[src/verilog/psm_pkg.sv]
`default_nettype none
package psm_pkg;
  // ==========================================================
  // apb register map (byte addresses)
  localparam logic [7:0] PSM_CTRL_OFS = 8'h00;
  localparam logic [7:0] PSM_CUR_WARN_OFS = 8'h04;
  localparam logic [7:0] PSM_VDC_WARN_OFS = 8'h08;
  localparam logic [7:0] PSM_HS_MARGIN_OFS = 8'h0c;
  localparam logic [7:0] PSM_LI_MARGIN_OFS = 8'h10;
  localparam logic [7:0] PSM_STATUS_OFS = 8'h14;
  localparam logic [7:0] PSM_MEAS_OFS = 8'h18;

  // ==========================================================
  // field positions
  localparam int PSM_CTRL_SEL_LSB = 0;
  localparam int PSM_CTRL_ACK_BIT = 8;
  localparam int PSM_ST_OC_WARN = 0;
  localparam int PSM_ST_OV_WARN = 1;
  localparam int PSM_ST_HS_WARN = 2;
  localparam int PSM_ST_LI_WARN = 3;
  localparam int PSM_ST_OC_FAULT = 4;
  localparam int PSM_ST_OV_FAULT = 5;
  localparam int PSM_ST_OT_FAULT = 6;
  localparam int PSM_ST_SENS_FAULT = 7;
  localparam int PSM_ST_RED_FOUT = 8;
  localparam int PSM_ST_RED_FPULSE = 9;
  localparam int PSM_ST_TRIP = 10;
  localparam int PSM_ST_LI_OVER = 11;
  localparam int PSM_MEAS_UTIL_LSB = 8;

  // ==========================================================
  // fixed shutdown levels, never writable
  localparam logic [15:0] PSM_OC_TRIP = 16'h0fa0;
  localparam logic [15:0] PSM_VDC_TRIP = 16'h0320;
  localparam logic [7:0] PSM_HS_TRIP = 8'h5f;
  // utilization above 100 percent, i.e. at or above 101
  localparam logic [7:0] PSM_LI_TRIP = 8'h65;
  // sensor codes at or outside these limits mean open or shorted sensor
  localparam logic [11:0] PSM_SENS_SHORT = 12'h010;
  localparam logic [11:0] PSM_SENS_OPEN = 12'hff0;

  // ==========================================================
  // reset values of the user settings
  localparam logic [1:0] PSM_SEL_RST = 2'h0;
  localparam logic [15:0] PSM_CUR_WARN_RST = 16'h0e10;
  localparam logic [15:0] PSM_VDC_WARN_RST = 16'h02ee;
  localparam logic [7:0] PSM_HS_MARGIN_RST = 8'h0f;
  localparam logic [7:0] PSM_LI_MARGIN_RST = 8'h05;

  typedef enum logic [1:0] {
    PSM_RESP_RED_FOUT = 2'h0,
    PSM_RESP_TRIP_ONLY = 2'h1,
    PSM_RESP_RED_BOTH = 2'h2,
    PSM_RESP_RED_FPULSE_TRIP = 2'h3
  } psm_resp_t;
endpackage
`default_nettype wire

[src/verilog/psm_monitor.sv]
// Contract
// [RULE_01] every quantity has a warning level with response and a fault level
// [RULE_02] overcurrent warns and limits current, then trips with overcurrent fault
// [RULE_03] dc link overvoltage warns and limits voltage, then trips with fault
// [RULE_04] shutdown thresholds are fixed constants, not user settable
// [RULE_05] warning levels are settable; defaults sit below the shutdown levels
// [RULE_06] heatsink temperature is monitored all the time
// [RULE_07] utilization above 100 percent flags load-integral overload
// [RULE_08] response select: 0 fout, 1 trip, 2 fpulse and fout, 3 fpulse then trip
// [RULE_09] thermal overload raises its warning before any shutdown
// [RULE_10] thermal warning levels are margins below the fixed shutdown values
// [RULE_11] heatsink warning by default 15 degrees below shutdown
// [RULE_12] selected response starts in the same cycle as the thermal warning
// [RULE_13] trip-only keeps operating point; trips only at shutdown level
// [RULE_14] fan failure seen only through heatsink temperature rise
// [RULE_15] open or shorted temperature sensor is a monitored fault
// [RULE_16] warnings drop below threshold; faults latch until acknowledged
//
// Decided for this implementation: the register addresses and the APB slave port.
`timescale 1ns/1ps
`default_nettype none
module psm_monitor
  import psm_pkg::*;
(
  input wire logic mclk_i,
  input wire logic resetn_i,
  input wire logic psel_i,
  input wire logic penable_i,
  input wire logic pwrite_i,
  input wire logic [7:0] paddr_i,
  input wire logic [31:0] pwdata_i,
  output logic [31:0] prdata_o,
  output logic pready_o,
  output logic pslverr_o,
  input wire logic [15:0] output_current_i,
  input wire logic [15:0] dc_link_voltage_i,
  input wire logic [7:0] heatsink_temperature_i,
  input wire logic [7:0] inverter_utilization_i,
  input wire logic [11:0] temp_sensor_code_i,
  output logic overcurrent_warning_o,
  output logic overvoltage_warning_o,
  output logic heatsink_overtemp_warning_o,
  output logic load_integral_warning_o,
  output logic overcurrent_fault_o,
  output logic overvoltage_fault_o,
  output logic overtemperature_fault_o,
  output logic sensor_fault_o,
  output logic current_limit_o,
  output logic vdc_limit_o,
  output logic reduce_output_freq_o,
  output logic reduce_pulse_freq_o,
  output logic trip_o
);
  // ==========================================================
  // state
  typedef struct packed {
    logic [1:0] resp_sel;
    logic [15:0] cur_warn;
    logic [15:0] vdc_warn;
    logic [7:0] hs_margin;
    logic [7:0] li_margin;
    logic oc_warn;
    logic ov_warn;
    logic hs_warn;
    logic li_warn;
    logic oc_fault;
    logic ov_fault;
    logic ot_fault;
    logic sens_fault;
    logic cur_lim;
    logic vdc_lim;
    logic red_fout;
    logic red_fpulse;
    logic trip;
    logic pready;
    logic pslverr;
    logic [31:0] prdata;
  } psm_state_t;

  psm_state_t state_reg;
  psm_state_t state_next;

  // ==========================================================
  // helpers
  function automatic logic [7:0] sat_sub8(input logic [7:0] a, input logic [7:0] b);
    sat_sub8 = (a > b) ? (a - b) : 8'h00;
  endfunction

  // a warning level written at or above the fixed trip is pulled back to one below it
  function automatic logic [15:0] clamp_warn(input logic [15:0] v, input logic [15:0] trip);
    clamp_warn = (v < trip) ? v : (trip - 16'h0001);
  endfunction

  // ==========================================================
  // level monitors
  logic oc_warn_c;
  logic oc_trip_c;
  logic ov_warn_c;
  logic ov_trip_c;
  logic hs_warn_c;
  logic hs_trip_c;
  logic li_warn_c;
  logic li_trip_c;
  logic sens_bad_c;
  logic [7:0] hs_warn_lvl;
  logic [7:0] li_warn_lvl;

  // [RULE_10] margins below shutdown
  assign hs_warn_lvl = sat_sub8(PSM_HS_TRIP, state_reg.hs_margin);
  assign li_warn_lvl = sat_sub8(PSM_LI_TRIP, state_reg.li_margin);

  // [RULE_04] fixed trip levels
  psm_level_mon #(.W(16)) u_oc (
    .value_i(output_current_i),
    .warn_lvl_i(state_reg.cur_warn),
    .trip_lvl_i(PSM_OC_TRIP),
    .warn_o(oc_warn_c),
    .trip_o(oc_trip_c)
  );

  psm_level_mon #(.W(16)) u_ov (
    .value_i(dc_link_voltage_i),
    .warn_lvl_i(state_reg.vdc_warn),
    .trip_lvl_i(PSM_VDC_TRIP),
    .warn_o(ov_warn_c),
    .trip_o(ov_trip_c)
  );

  // [RULE_06] heatsink always compared
  // [RULE_14] no fan input; fan loss shows as heating
  psm_level_mon #(.W(8)) u_hs (
    .value_i(heatsink_temperature_i),
    .warn_lvl_i(hs_warn_lvl),
    .trip_lvl_i(PSM_HS_TRIP),
    .warn_o(hs_warn_c),
    .trip_o(hs_trip_c)
  );

  // [RULE_07] trip level means above 100
  psm_level_mon #(.W(8)) u_li (
    .value_i(inverter_utilization_i),
    .warn_lvl_i(li_warn_lvl),
    .trip_lvl_i(PSM_LI_TRIP),
    .warn_o(li_warn_c),
    .trip_o(li_trip_c)
  );

  // [RULE_15] open or shorted sensor
  assign sens_bad_c = (temp_sensor_code_i <= PSM_SENS_SHORT) ||
                      (temp_sensor_code_i >= PSM_SENS_OPEN);

  // ==========================================================
  // apb decode
  logic apb_acc;
  logic apb_wr;
  logic apb_rd;
  logic addr_ok;
  logic fault_ack;

  // one wait state: pready rises in the second access cycle
  assign apb_acc = psel_i && penable_i && state_reg.pready;
  assign apb_wr = apb_acc && pwrite_i;
  assign apb_rd = psel_i && penable_i && !pwrite_i && !state_reg.pready;
  assign addr_ok = (paddr_i <= PSM_MEAS_OFS) && (paddr_i[1:0] == 2'b00);
  assign fault_ack = apb_wr && (paddr_i == PSM_CTRL_OFS) && pwdata_i[PSM_CTRL_ACK_BIT];

  function automatic logic [31:0] read_mux(input psm_state_t s, input logic [7:0] a);
    logic [31:0] d;
    d = 32'h0000_0000;
    case (a)
      PSM_CTRL_OFS: d[PSM_CTRL_SEL_LSB +: 2] = s.resp_sel;
      PSM_CUR_WARN_OFS: d[15:0] = s.cur_warn;
      PSM_VDC_WARN_OFS: d[15:0] = s.vdc_warn;
      PSM_HS_MARGIN_OFS: d[7:0] = s.hs_margin;
      PSM_LI_MARGIN_OFS: d[7:0] = s.li_margin;
      PSM_STATUS_OFS: begin
        d[PSM_ST_OC_WARN] = s.oc_warn;
        d[PSM_ST_OV_WARN] = s.ov_warn;
        d[PSM_ST_HS_WARN] = s.hs_warn;
        d[PSM_ST_LI_WARN] = s.li_warn;
        d[PSM_ST_OC_FAULT] = s.oc_fault;
        d[PSM_ST_OV_FAULT] = s.ov_fault;
        d[PSM_ST_OT_FAULT] = s.ot_fault;
        d[PSM_ST_SENS_FAULT] = s.sens_fault;
        d[PSM_ST_RED_FOUT] = s.red_fout;
        d[PSM_ST_RED_FPULSE] = s.red_fpulse;
        d[PSM_ST_TRIP] = s.trip;
      end
      default: d = 32'h0000_0000;
    endcase
    read_mux = d;
  endfunction

  // ==========================================================
  // next state
  logic thermal_warn;

  always_comb begin
    state_next = state_reg;
    thermal_warn = 1'b0;

    // apb handshake
    state_next.pready = psel_i && penable_i && !state_reg.pready;
    state_next.pslverr = psel_i && penable_i && !state_reg.pready && !addr_ok;
    if (apb_rd) begin
      state_next.prdata = read_mux(state_reg, paddr_i);
      if (paddr_i == PSM_STATUS_OFS) begin
        state_next.prdata[PSM_ST_LI_OVER] = li_trip_c;
      end
      if (paddr_i == PSM_MEAS_OFS) begin
        state_next.prdata[7:0] = heatsink_temperature_i;
        state_next.prdata[PSM_MEAS_UTIL_LSB +: 8] = inverter_utilization_i;
      end
    end

    // [RULE_05] settable warning levels
    if (apb_wr) begin
      case (paddr_i)
        PSM_CTRL_OFS: state_next.resp_sel = pwdata_i[PSM_CTRL_SEL_LSB +: 2];
        PSM_CUR_WARN_OFS: state_next.cur_warn = clamp_warn(pwdata_i[15:0], PSM_OC_TRIP);
        PSM_VDC_WARN_OFS: state_next.vdc_warn = clamp_warn(pwdata_i[15:0], PSM_VDC_TRIP);
        PSM_HS_MARGIN_OFS: state_next.hs_margin = pwdata_i[7:0];
        PSM_LI_MARGIN_OFS: state_next.li_margin = pwdata_i[7:0];
        default: state_next.resp_sel = state_reg.resp_sel;
      endcase
    end

    // [RULE_16] warnings follow the live compare
    // [RULE_09] warning set no later than the fault
    state_next.oc_warn = oc_warn_c || oc_trip_c;
    state_next.ov_warn = ov_warn_c || ov_trip_c;
    state_next.hs_warn = hs_warn_c || hs_trip_c;
    state_next.li_warn = li_warn_c || li_trip_c;

    // [RULE_02] current limiter engaged
    state_next.cur_lim = state_next.oc_warn;
    // [RULE_03] vdc limiter engaged
    state_next.vdc_lim = state_next.ov_warn;

    // [RULE_12] response with the warning
    // [RULE_08] response decode
    thermal_warn = state_next.hs_warn || state_next.li_warn;
    state_next.red_fout = 1'b0;
    state_next.red_fpulse = 1'b0;
    if (thermal_warn) begin
      case (psm_resp_t'(state_reg.resp_sel))
        PSM_RESP_RED_FOUT: state_next.red_fout = 1'b1;
        // [RULE_13] operating point untouched
        PSM_RESP_TRIP_ONLY: state_next.red_fout = 1'b0;
        PSM_RESP_RED_BOTH: begin
          state_next.red_fout = 1'b1;
          state_next.red_fpulse = 1'b1;
        end
        PSM_RESP_RED_FPULSE_TRIP: state_next.red_fpulse = 1'b1;
        default: state_next.red_fout = 1'b0;
      endcase
    end

    // [RULE_16] faults latch; a new trip beats the ack
    // [RULE_01] second level shuts down
    state_next.oc_fault = oc_trip_c || (state_reg.oc_fault && !fault_ack);
    state_next.ov_fault = ov_trip_c || (state_reg.ov_fault && !fault_ack);
    // [RULE_13] thermal trip only at fixed shutdown
    state_next.ot_fault = hs_trip_c || li_trip_c || (state_reg.ot_fault && !fault_ack);
    state_next.sens_fault = sens_bad_c || (state_reg.sens_fault && !fault_ack);
    state_next.trip = state_next.oc_fault || state_next.ov_fault ||
                      state_next.ot_fault || state_next.sens_fault;
  end

  always_ff @(posedge mclk_i or negedge resetn_i) begin
    if (!resetn_i) begin
      state_reg <= '0;
      // [RULE_05] defaults below trip
      state_reg.resp_sel <= PSM_SEL_RST;
      state_reg.cur_warn <= PSM_CUR_WARN_RST;
      state_reg.vdc_warn <= PSM_VDC_WARN_RST;
      // [RULE_11] default 15 degree margin
      state_reg.hs_margin <= PSM_HS_MARGIN_RST;
      state_reg.li_margin <= PSM_LI_MARGIN_RST;
    end else begin
      state_reg <= state_next;
    end
  end

  // ==========================================================
  // outputs
  assign prdata_o = state_reg.prdata;
  assign pready_o = state_reg.pready;
  assign pslverr_o = state_reg.pslverr;
  assign overcurrent_warning_o = state_reg.oc_warn;
  assign overvoltage_warning_o = state_reg.ov_warn;
  assign heatsink_overtemp_warning_o = state_reg.hs_warn;
  assign load_integral_warning_o = state_reg.li_warn;
  assign overcurrent_fault_o = state_reg.oc_fault;
  assign overvoltage_fault_o = state_reg.ov_fault;
  assign overtemperature_fault_o = state_reg.ot_fault;
  assign sensor_fault_o = state_reg.sens_fault;
  assign current_limit_o = state_reg.cur_lim;
  assign vdc_limit_o = state_reg.vdc_lim;
  assign reduce_output_freq_o = state_reg.red_fout;
  assign reduce_pulse_freq_o = state_reg.red_fpulse;
  assign trip_o = state_reg.trip;
endmodule
`default_nettype wire

[src/verilog/psm_level_mon.sv]
`timescale 1ns/1ps
`default_nettype none
// two-level compare of one monitored quantity
module psm_level_mon #(
  parameter int W = 16
) (
  input wire logic [W-1:0] value_i,
  input wire logic [W-1:0] warn_lvl_i,
  input wire logic [W-1:0] trip_lvl_i,
  output logic warn_o,
  output logic trip_o
);
  // ==========================================================
  // compare
  // both levels compared inclusively; trip level is fixed by caller
  assign warn_o = (value_i >= warn_lvl_i);
  assign trip_o = (value_i >= trip_lvl_i);
endmodule
`default_nettype wire

[config.mk]
export PLATFORM = sky130hd
export DESIGN_NAME = psm_monitor
export DESIGN_NICKNAME = d
export VERILOG_FILES = /design/src/verilog/psm_pkg.sv /design/src/verilog/psm_monitor.sv /design/src/verilog/psm_level_mon.sv
export SDC_FILE = /design/constraint.sdc
export NUM_CORES = 1
export LEC_CHECK = 0
export ABC_AREA = 0
export BUFFER_PORTS_ARGS = -buffer_cell sky130_fd_sc_hd__buf_2
export CORE_AREA = 4 4 152 81
export CTS_CLUSTER_DIAMETER = 30
export CTS_CLUSTER_SIZE = 40
export DETAILED_ROUTE_END_ITERATION = 16
export DIE_AREA = 0 0 156 85
export GPL_TIMING_DRIVEN = 1
export PLACE_DENSITY = 0.82
export SLEW_MARGIN = 40
export SYNTH_ARGS = -nofsm -noshare
export SYNTH_HDL_FRONTEND = slang
export SYNTH_SLANG_ARGS = --single-unit
[constraint.sdc]
create_clock -name mclk_i -period 2.79 [get_ports mclk_i]
set_input_delay 0.4185 -clock mclk_i [delete_from_list [all_inputs] [get_ports mclk_i]]
set_output_delay 0.4185 -clock mclk_i [all_outputs]
set_load 0.01 [all_outputs]
Word-level counts from Yosys, hierarchy flattened
Index checks and enable logic that the tools add are counted.
{"block": "op_classes", "add_sub_neg": 2, "multipliers": 0, "div_mod_pow": 0, "order_cmp": 15, "eq_ne": 8, "shift": 0, "n_mux": 13, "n_bitwise": 0, "reduce_logical": 42}
{"op": "16-bit 2-to-1 mux", "count": 3}
{"op": "16-bit >= comparator", "count": 2}
{"op": "6-bit one-hot mux with 5 select lines", "count": 1}
{"op": "8-bit by 5-bit == test with 1-bit output, second input constant", "count": 3}
{"op": "8-bit by 4-bit == test with 1-bit output, second input constant", "count": 2}
{"op": "16-bit by 10-bit >= comparator with 1-bit output, second input constant", "count": 1}
{"op": "16-bit by 12-bit >= comparator with 1-bit output, second input constant", "count": 1}
{"op": "8-bit by 7-bit >= comparator with 1-bit output, second input constant", "count": 2}
{"op": "8-bit >= comparator", "count": 2}
{"op": "7-bit by 8-bit greater-than comparator with 1-bit output, first input constant", "count": 2}
{"op": "16-bit by 10-bit < comparator with 1-bit output, second input constant", "count": 1}
{"op": "16-bit by 12-bit < comparator with 1-bit output, second input constant", "count": 1}
{"op": "8-bit 2-to-1 mux", "count": 2}
{"op": "7-bit by 8-bit subtractor with 8-bit output, first input constant", "count": 2}
{"op": "1-bit logical AND", "count": 14}
{"op": "1-bit logical OR", "count": 14}
{"op": "12-bit >= comparator, second input constant", "count": 1}
{"op": "12-bit by 5-bit less-or-equal comparator with 1-bit output, second input constant", "count": 1}
{"op": "2-bit one-hot mux with 6 select lines", "count": 1}
{"op": "5-bit one-hot mux with 2 select lines", "count": 1}
{"op": "2-bit AND reduction", "count": 5}
{"op": "3-bit one-hot mux with 3 select lines", "count": 1}
{"op": "8-bit by 3-bit == test with 1-bit output, second input constant", "count": 1}
{"op": "8-bit by 5-bit less-or-equal comparator with 1-bit output, second input constant", "count": 1}
{"op": "other kinds (7)", "count": 15}
{"block": "totals", "reg_bits": 79, "latch_bits": 0, "ramBits": 0, "mem_bits_ro": 0, "output_inout_bits": 47, "memories": 0}

Depth between registers and ports, before layout
{"block": "depth", "depth_word": 11, "depth_mapped": 11}

Hierarchy
Synthesis repeated with hierarchy kept, for this count alone.
{"block": "unflattened", "hier_cells": 745, "hier_area_um2": 6558.8}
{"mod": "psm_monitor", "n_inst": 1, "cells_per_inst": 424, "area_per_inst_um2": 4207.8, "seq_area_each_um2": 1998.2}
{"mod": "psm_level_mon (u_ov)", "n_inst": 1, "cells_per_inst": 112, "area_per_inst_um2": 784.5, "seq_area_each_um2": 0.0}
{"mod": "psm_level_mon (u_hs ...)", "n_inst": 2, "cells_per_inst": 49, "area_per_inst_um2": 391.6, "seq_area_each_um2": 0.0}
{"mod": "psm_level_mon (u_oc)", "n_inst": 1, "cells_per_inst": 111, "area_per_inst_um2": 783.3, "seq_area_each_um2": 0.0}

Least setup slack after synthesis
Ideal clock, no wire load.
{"block": "synth_path", "path_kind": "register to register", "start": "register state_reg[48] (netlist name)", "end": "register state_reg, in the netlist reduce_pulse_freq_o", "arrival_time_ns": 2.497, "required_time_ns": 2.661, "path_slack_ns": 0.165, "path_stages_with_launch": 12, "n_path_buf": 0, "synth_period_minus_slack_ns": 2.625, "path_cell_list": "dfrtp_1 a21o_1 or2_2 a21o_1 a31oi_1 nor2b_1 ha_1 nand2b_1 a21o_1 a211oi_1 o31a_1 a21boi_0"}
{"element": "start, declared", "line": "psm_monitor.sv:80", "text": "psm_state_t state_reg;"}
{"element": "start signal, assigned", "line": "psm_monitor.sv:281", "text": "state_reg <= state_next;"}

==> results.md <==
* Status: complete, no violations
* Initial antenna violation count at 0
* Global-route wire length before repair at 24.2 mm
* Reg-to-Reg End: reduce_pulse_freq_o
* CP cell instances: a21o_1 > or2_2 > a21o_1 > a31oi_4 > buf_6 > nand4b_1 > ha_4 > nand2_1 > nor2_1 > a2111oi_2 > o31a_1 > a21boi_1
* Vias at 4660
* Internal reg-to-reg setup slack at 0.13 ns
* Yosys top cell by area: dfrtp_1
* Post-route DRC at 0
* # nets final at 794
* Hold Fails Final Rpt at 0
* RePlAce Congestion at 1.01
* Max FFs per register at 50
* Min-delay worst type: in -> async
* Async set or reset register ratio after synthesis at 100%
* H-tree levels at 3
* Pre-CTS setup slack at -0.123 ns
* Worst Setup EP: reduce_pulse_freq_o
* DR pass1 iterations at 5
* Total CTS buffers at 9
* Antenna diodes at 0
* Post-route insts no fill at 787
* Initial DRC count at 460
* Post-synth EDFFs at 0
* Slew margin rel. at 53.4%
* Max Root-Sink Buffers at 2
* Worst-Margin Slew at 0.699 ns
* P_leak at 2.92 nW
* Core area at 0.0108 mm²
* Clk_skew at 0.00774 ns
* Hold Buf Count CTS at 0
* Worst EP arrival at 2.87 ns
* Fin area at 0.00600 mm²
* Largest net degree at the start of global routing at 80
* Tcrit/Tclk final at 95.3%
* Syn avg cell area at 9.52 µm²
* Gr busiest metal: met2
* CP Launch Point: state_reg[48]
* Remaining antenna violation count after routing at 0
* Post-synthesis cell count at 526
* Critical-path maximum fanout at 5
* Post-placement cell area at 0.00563 mm²
* CTS root buf: clkbuf_16
* Largest stage delay, worst path at 0.38 ns
* Total track usage at 23.1%
* Met2 Usage GRT at 36.0%
* Worst-path clk slew at 0.06 ns
* Synth top area share at 31.0%
* Vias in the first global route at 4598
* CTS tree: yes
* Crit path buf inv count at 1
* Register area share after synthesis at 39.9%
* Met1 usage at 30.3%
* WL/cell at 19.3 µm
* Port buffer count at 119
* FILL cells at 958
* CP dominant cell by count: a21o_1
* CP Class: reg -> reg
* Initial Util at 46.2%
* Die height at 85 µm
* Final HPWL DP at 12.1 mm
* Worst ir drop on vdd at 0.305 mV
* Mapped Area at 0.00501 mm²
* Slew Limit Fails at 0
* Total of max-cap violations at 0
* M3 GR Usage at 8.76%
* Crit path time final at 2.66 ns
* RSZ-0062 raised after global routing: false
* Sink Count at 79
* Die width at 156 µm
* Crit. path cell count at 12
* Synth cell types at 58
* Syn. warnings at 0
* Worst path top cell family by delay: compound AO/OA/AOI/OAI gates
* Area grow syn2layout at 19.8%
* Max stage delay cell, worst path: dfrtp_1
* Critical Path Source Type: flip-flop
* P per Cell Area at 479 mW/mm²
* Commonest non-fill, non-tap cell in the layout: buf_2
* Worst Path Required at 3.00 ns
* Skew-Pair Late Insertion Delay at 0.34 ns
* Commonest cells after routing, fill and taps aside: buf_2 (118), dfrtp_1 (62), ha_1 (51), nor2_1 (46), inv_1 (43)
* Crit end category: flip-flop
* Drt total wl at 15.2 mm
* Worst reg2reg path depth at 12
* Row count at 27
* Layout cells sized above 1 at 30.1%
* Setup violators final at 0
* GRT overflow at 0
* Synth Flop Type: dfrtp_1
* Worst R2R Start: state_reg[48]
* Post-route worst setup slack at 0.131 ns
* Fmax at 376 MHz
* Die area at 0.0133 mm²
* Placed insts at 770
* DR vias/cell at 5.92
* FF+latch count, synth at 79
* Top cells by area, synth: dfrtp_1 (31%), ha_1 (13%), dfstp_2 (8.9%), buf_4 (5.1%), nor2_1 (3.4%)
* # IOs at 152
[where the power goes]
group,switching [mW],internal [mW],total (mW)
registers,0.0311,1.20,1.23
clock network,0.460,0.785,1.25
logic,0.238,0.162,0.400
[repair_timing]
item / CTS / global route
buffers inserted: 1 / 0
pin swaps: 1 / 3
setup endpoints to repair: 3 / 3
resized for setup: 3 / 6
[area by class of cell]
cell class / count / area (µm²) / share of cell area, %
multi-input cells: 371 / 2640 / 43.9
flip-flops and latches: 79 / 2000 / 33.3
repair buffers: 133 / 711 / 11.8
clock buffers: 11 / 233 / 3.88
well taps: 145 / 181 / 3.02
inverters: 43 / 161 / 2.69
clock inverters: 5 / 82.6 / 1.38
[Yosys cell counts (6+ instances only)]
cell type  number
a21o_1          7
a21oi_1        25
a221oi_1        7
a22oi_1        14
a2bb2oi_1       6
a31oi_1        12
buf_4          34
clkbuf_1       10
dfrtp_1        62
dfstp_2        17
ha_1           52
inv_1          43
mux2_2         14
nand2_1        36
nand4_1        10
nor2_1         46
nor3_1          6
nor4_1          8
o21ai_0        24
o22a_1          6
o22ai_1        13
[per-layer routing]
metal | up-vias | part of all wire (%)
met5 | - | 0
met4 | 0 | 2.2
met3 | 36 | 13
met2 | 299 | 45
met1 | 2217 | 40
li1 | 2108 | -
[worst min path at each step]
stage,start,endpoint,cells past startpoint
detailed placement,resetn_i,state_reg[79],1
floorplan,resetn_i,current_limit_o,0
global placement,state_reg[90],state_reg[90],2
CTS,resetn_i,state_reg[79],1
global route,resetn_i,state_reg[79],1
finish,resetn_i,state_reg[79],1
[worst reg2reg max path, stage by stage, from the launching register on]
cell and delay, ns:
dfrtp_1 0.38, a21o_1 0.19, or2_2 0.30, a21o_1 0.20
a31oi_4 0.17, buf_6 0.14, nand4b_1 0.16, ha_4 0.27
nand2_1 0.10, nor2_1 0.07, a2111oi_2 0.21, o31a_1 0.25
a21boi_1 0.10
[metrics by stage]
step	total power [mW]	hold WS [ns]	TNS [ns]	util (%)
2_1_floorplan	1.49	0.123	0	-
3_3_place_gp	1.63	0.490	0	51.9
3_5_place_dp	1.64	0.489	-0.195	52.0
4_1_cts	2.87	0.133	0	55.0
5_1_grt	2.99	0.156	0	55.4
6_report	2.88	0.0998	0	55.4
[cell families (layout without fill, tap and decap cells)]
logic type               after synthesis  after routing  synth area share, %
AO/OA/AOI/OAI                        146            146                 19.9
AND/OR/NAND/NOR                      140            140                 13.8
buffers and inverters                 91            192                 9.59
flip-flops                            79             79                 39.9
adder cells (fa/ha/maj)               52             52                 13.0
multiplexers                          15             15                 3.35
XOR/XNOR                               2              2                0.350
other                                  1             16               0.0749
Note: power is estimated with default switching activity, not from simulation.
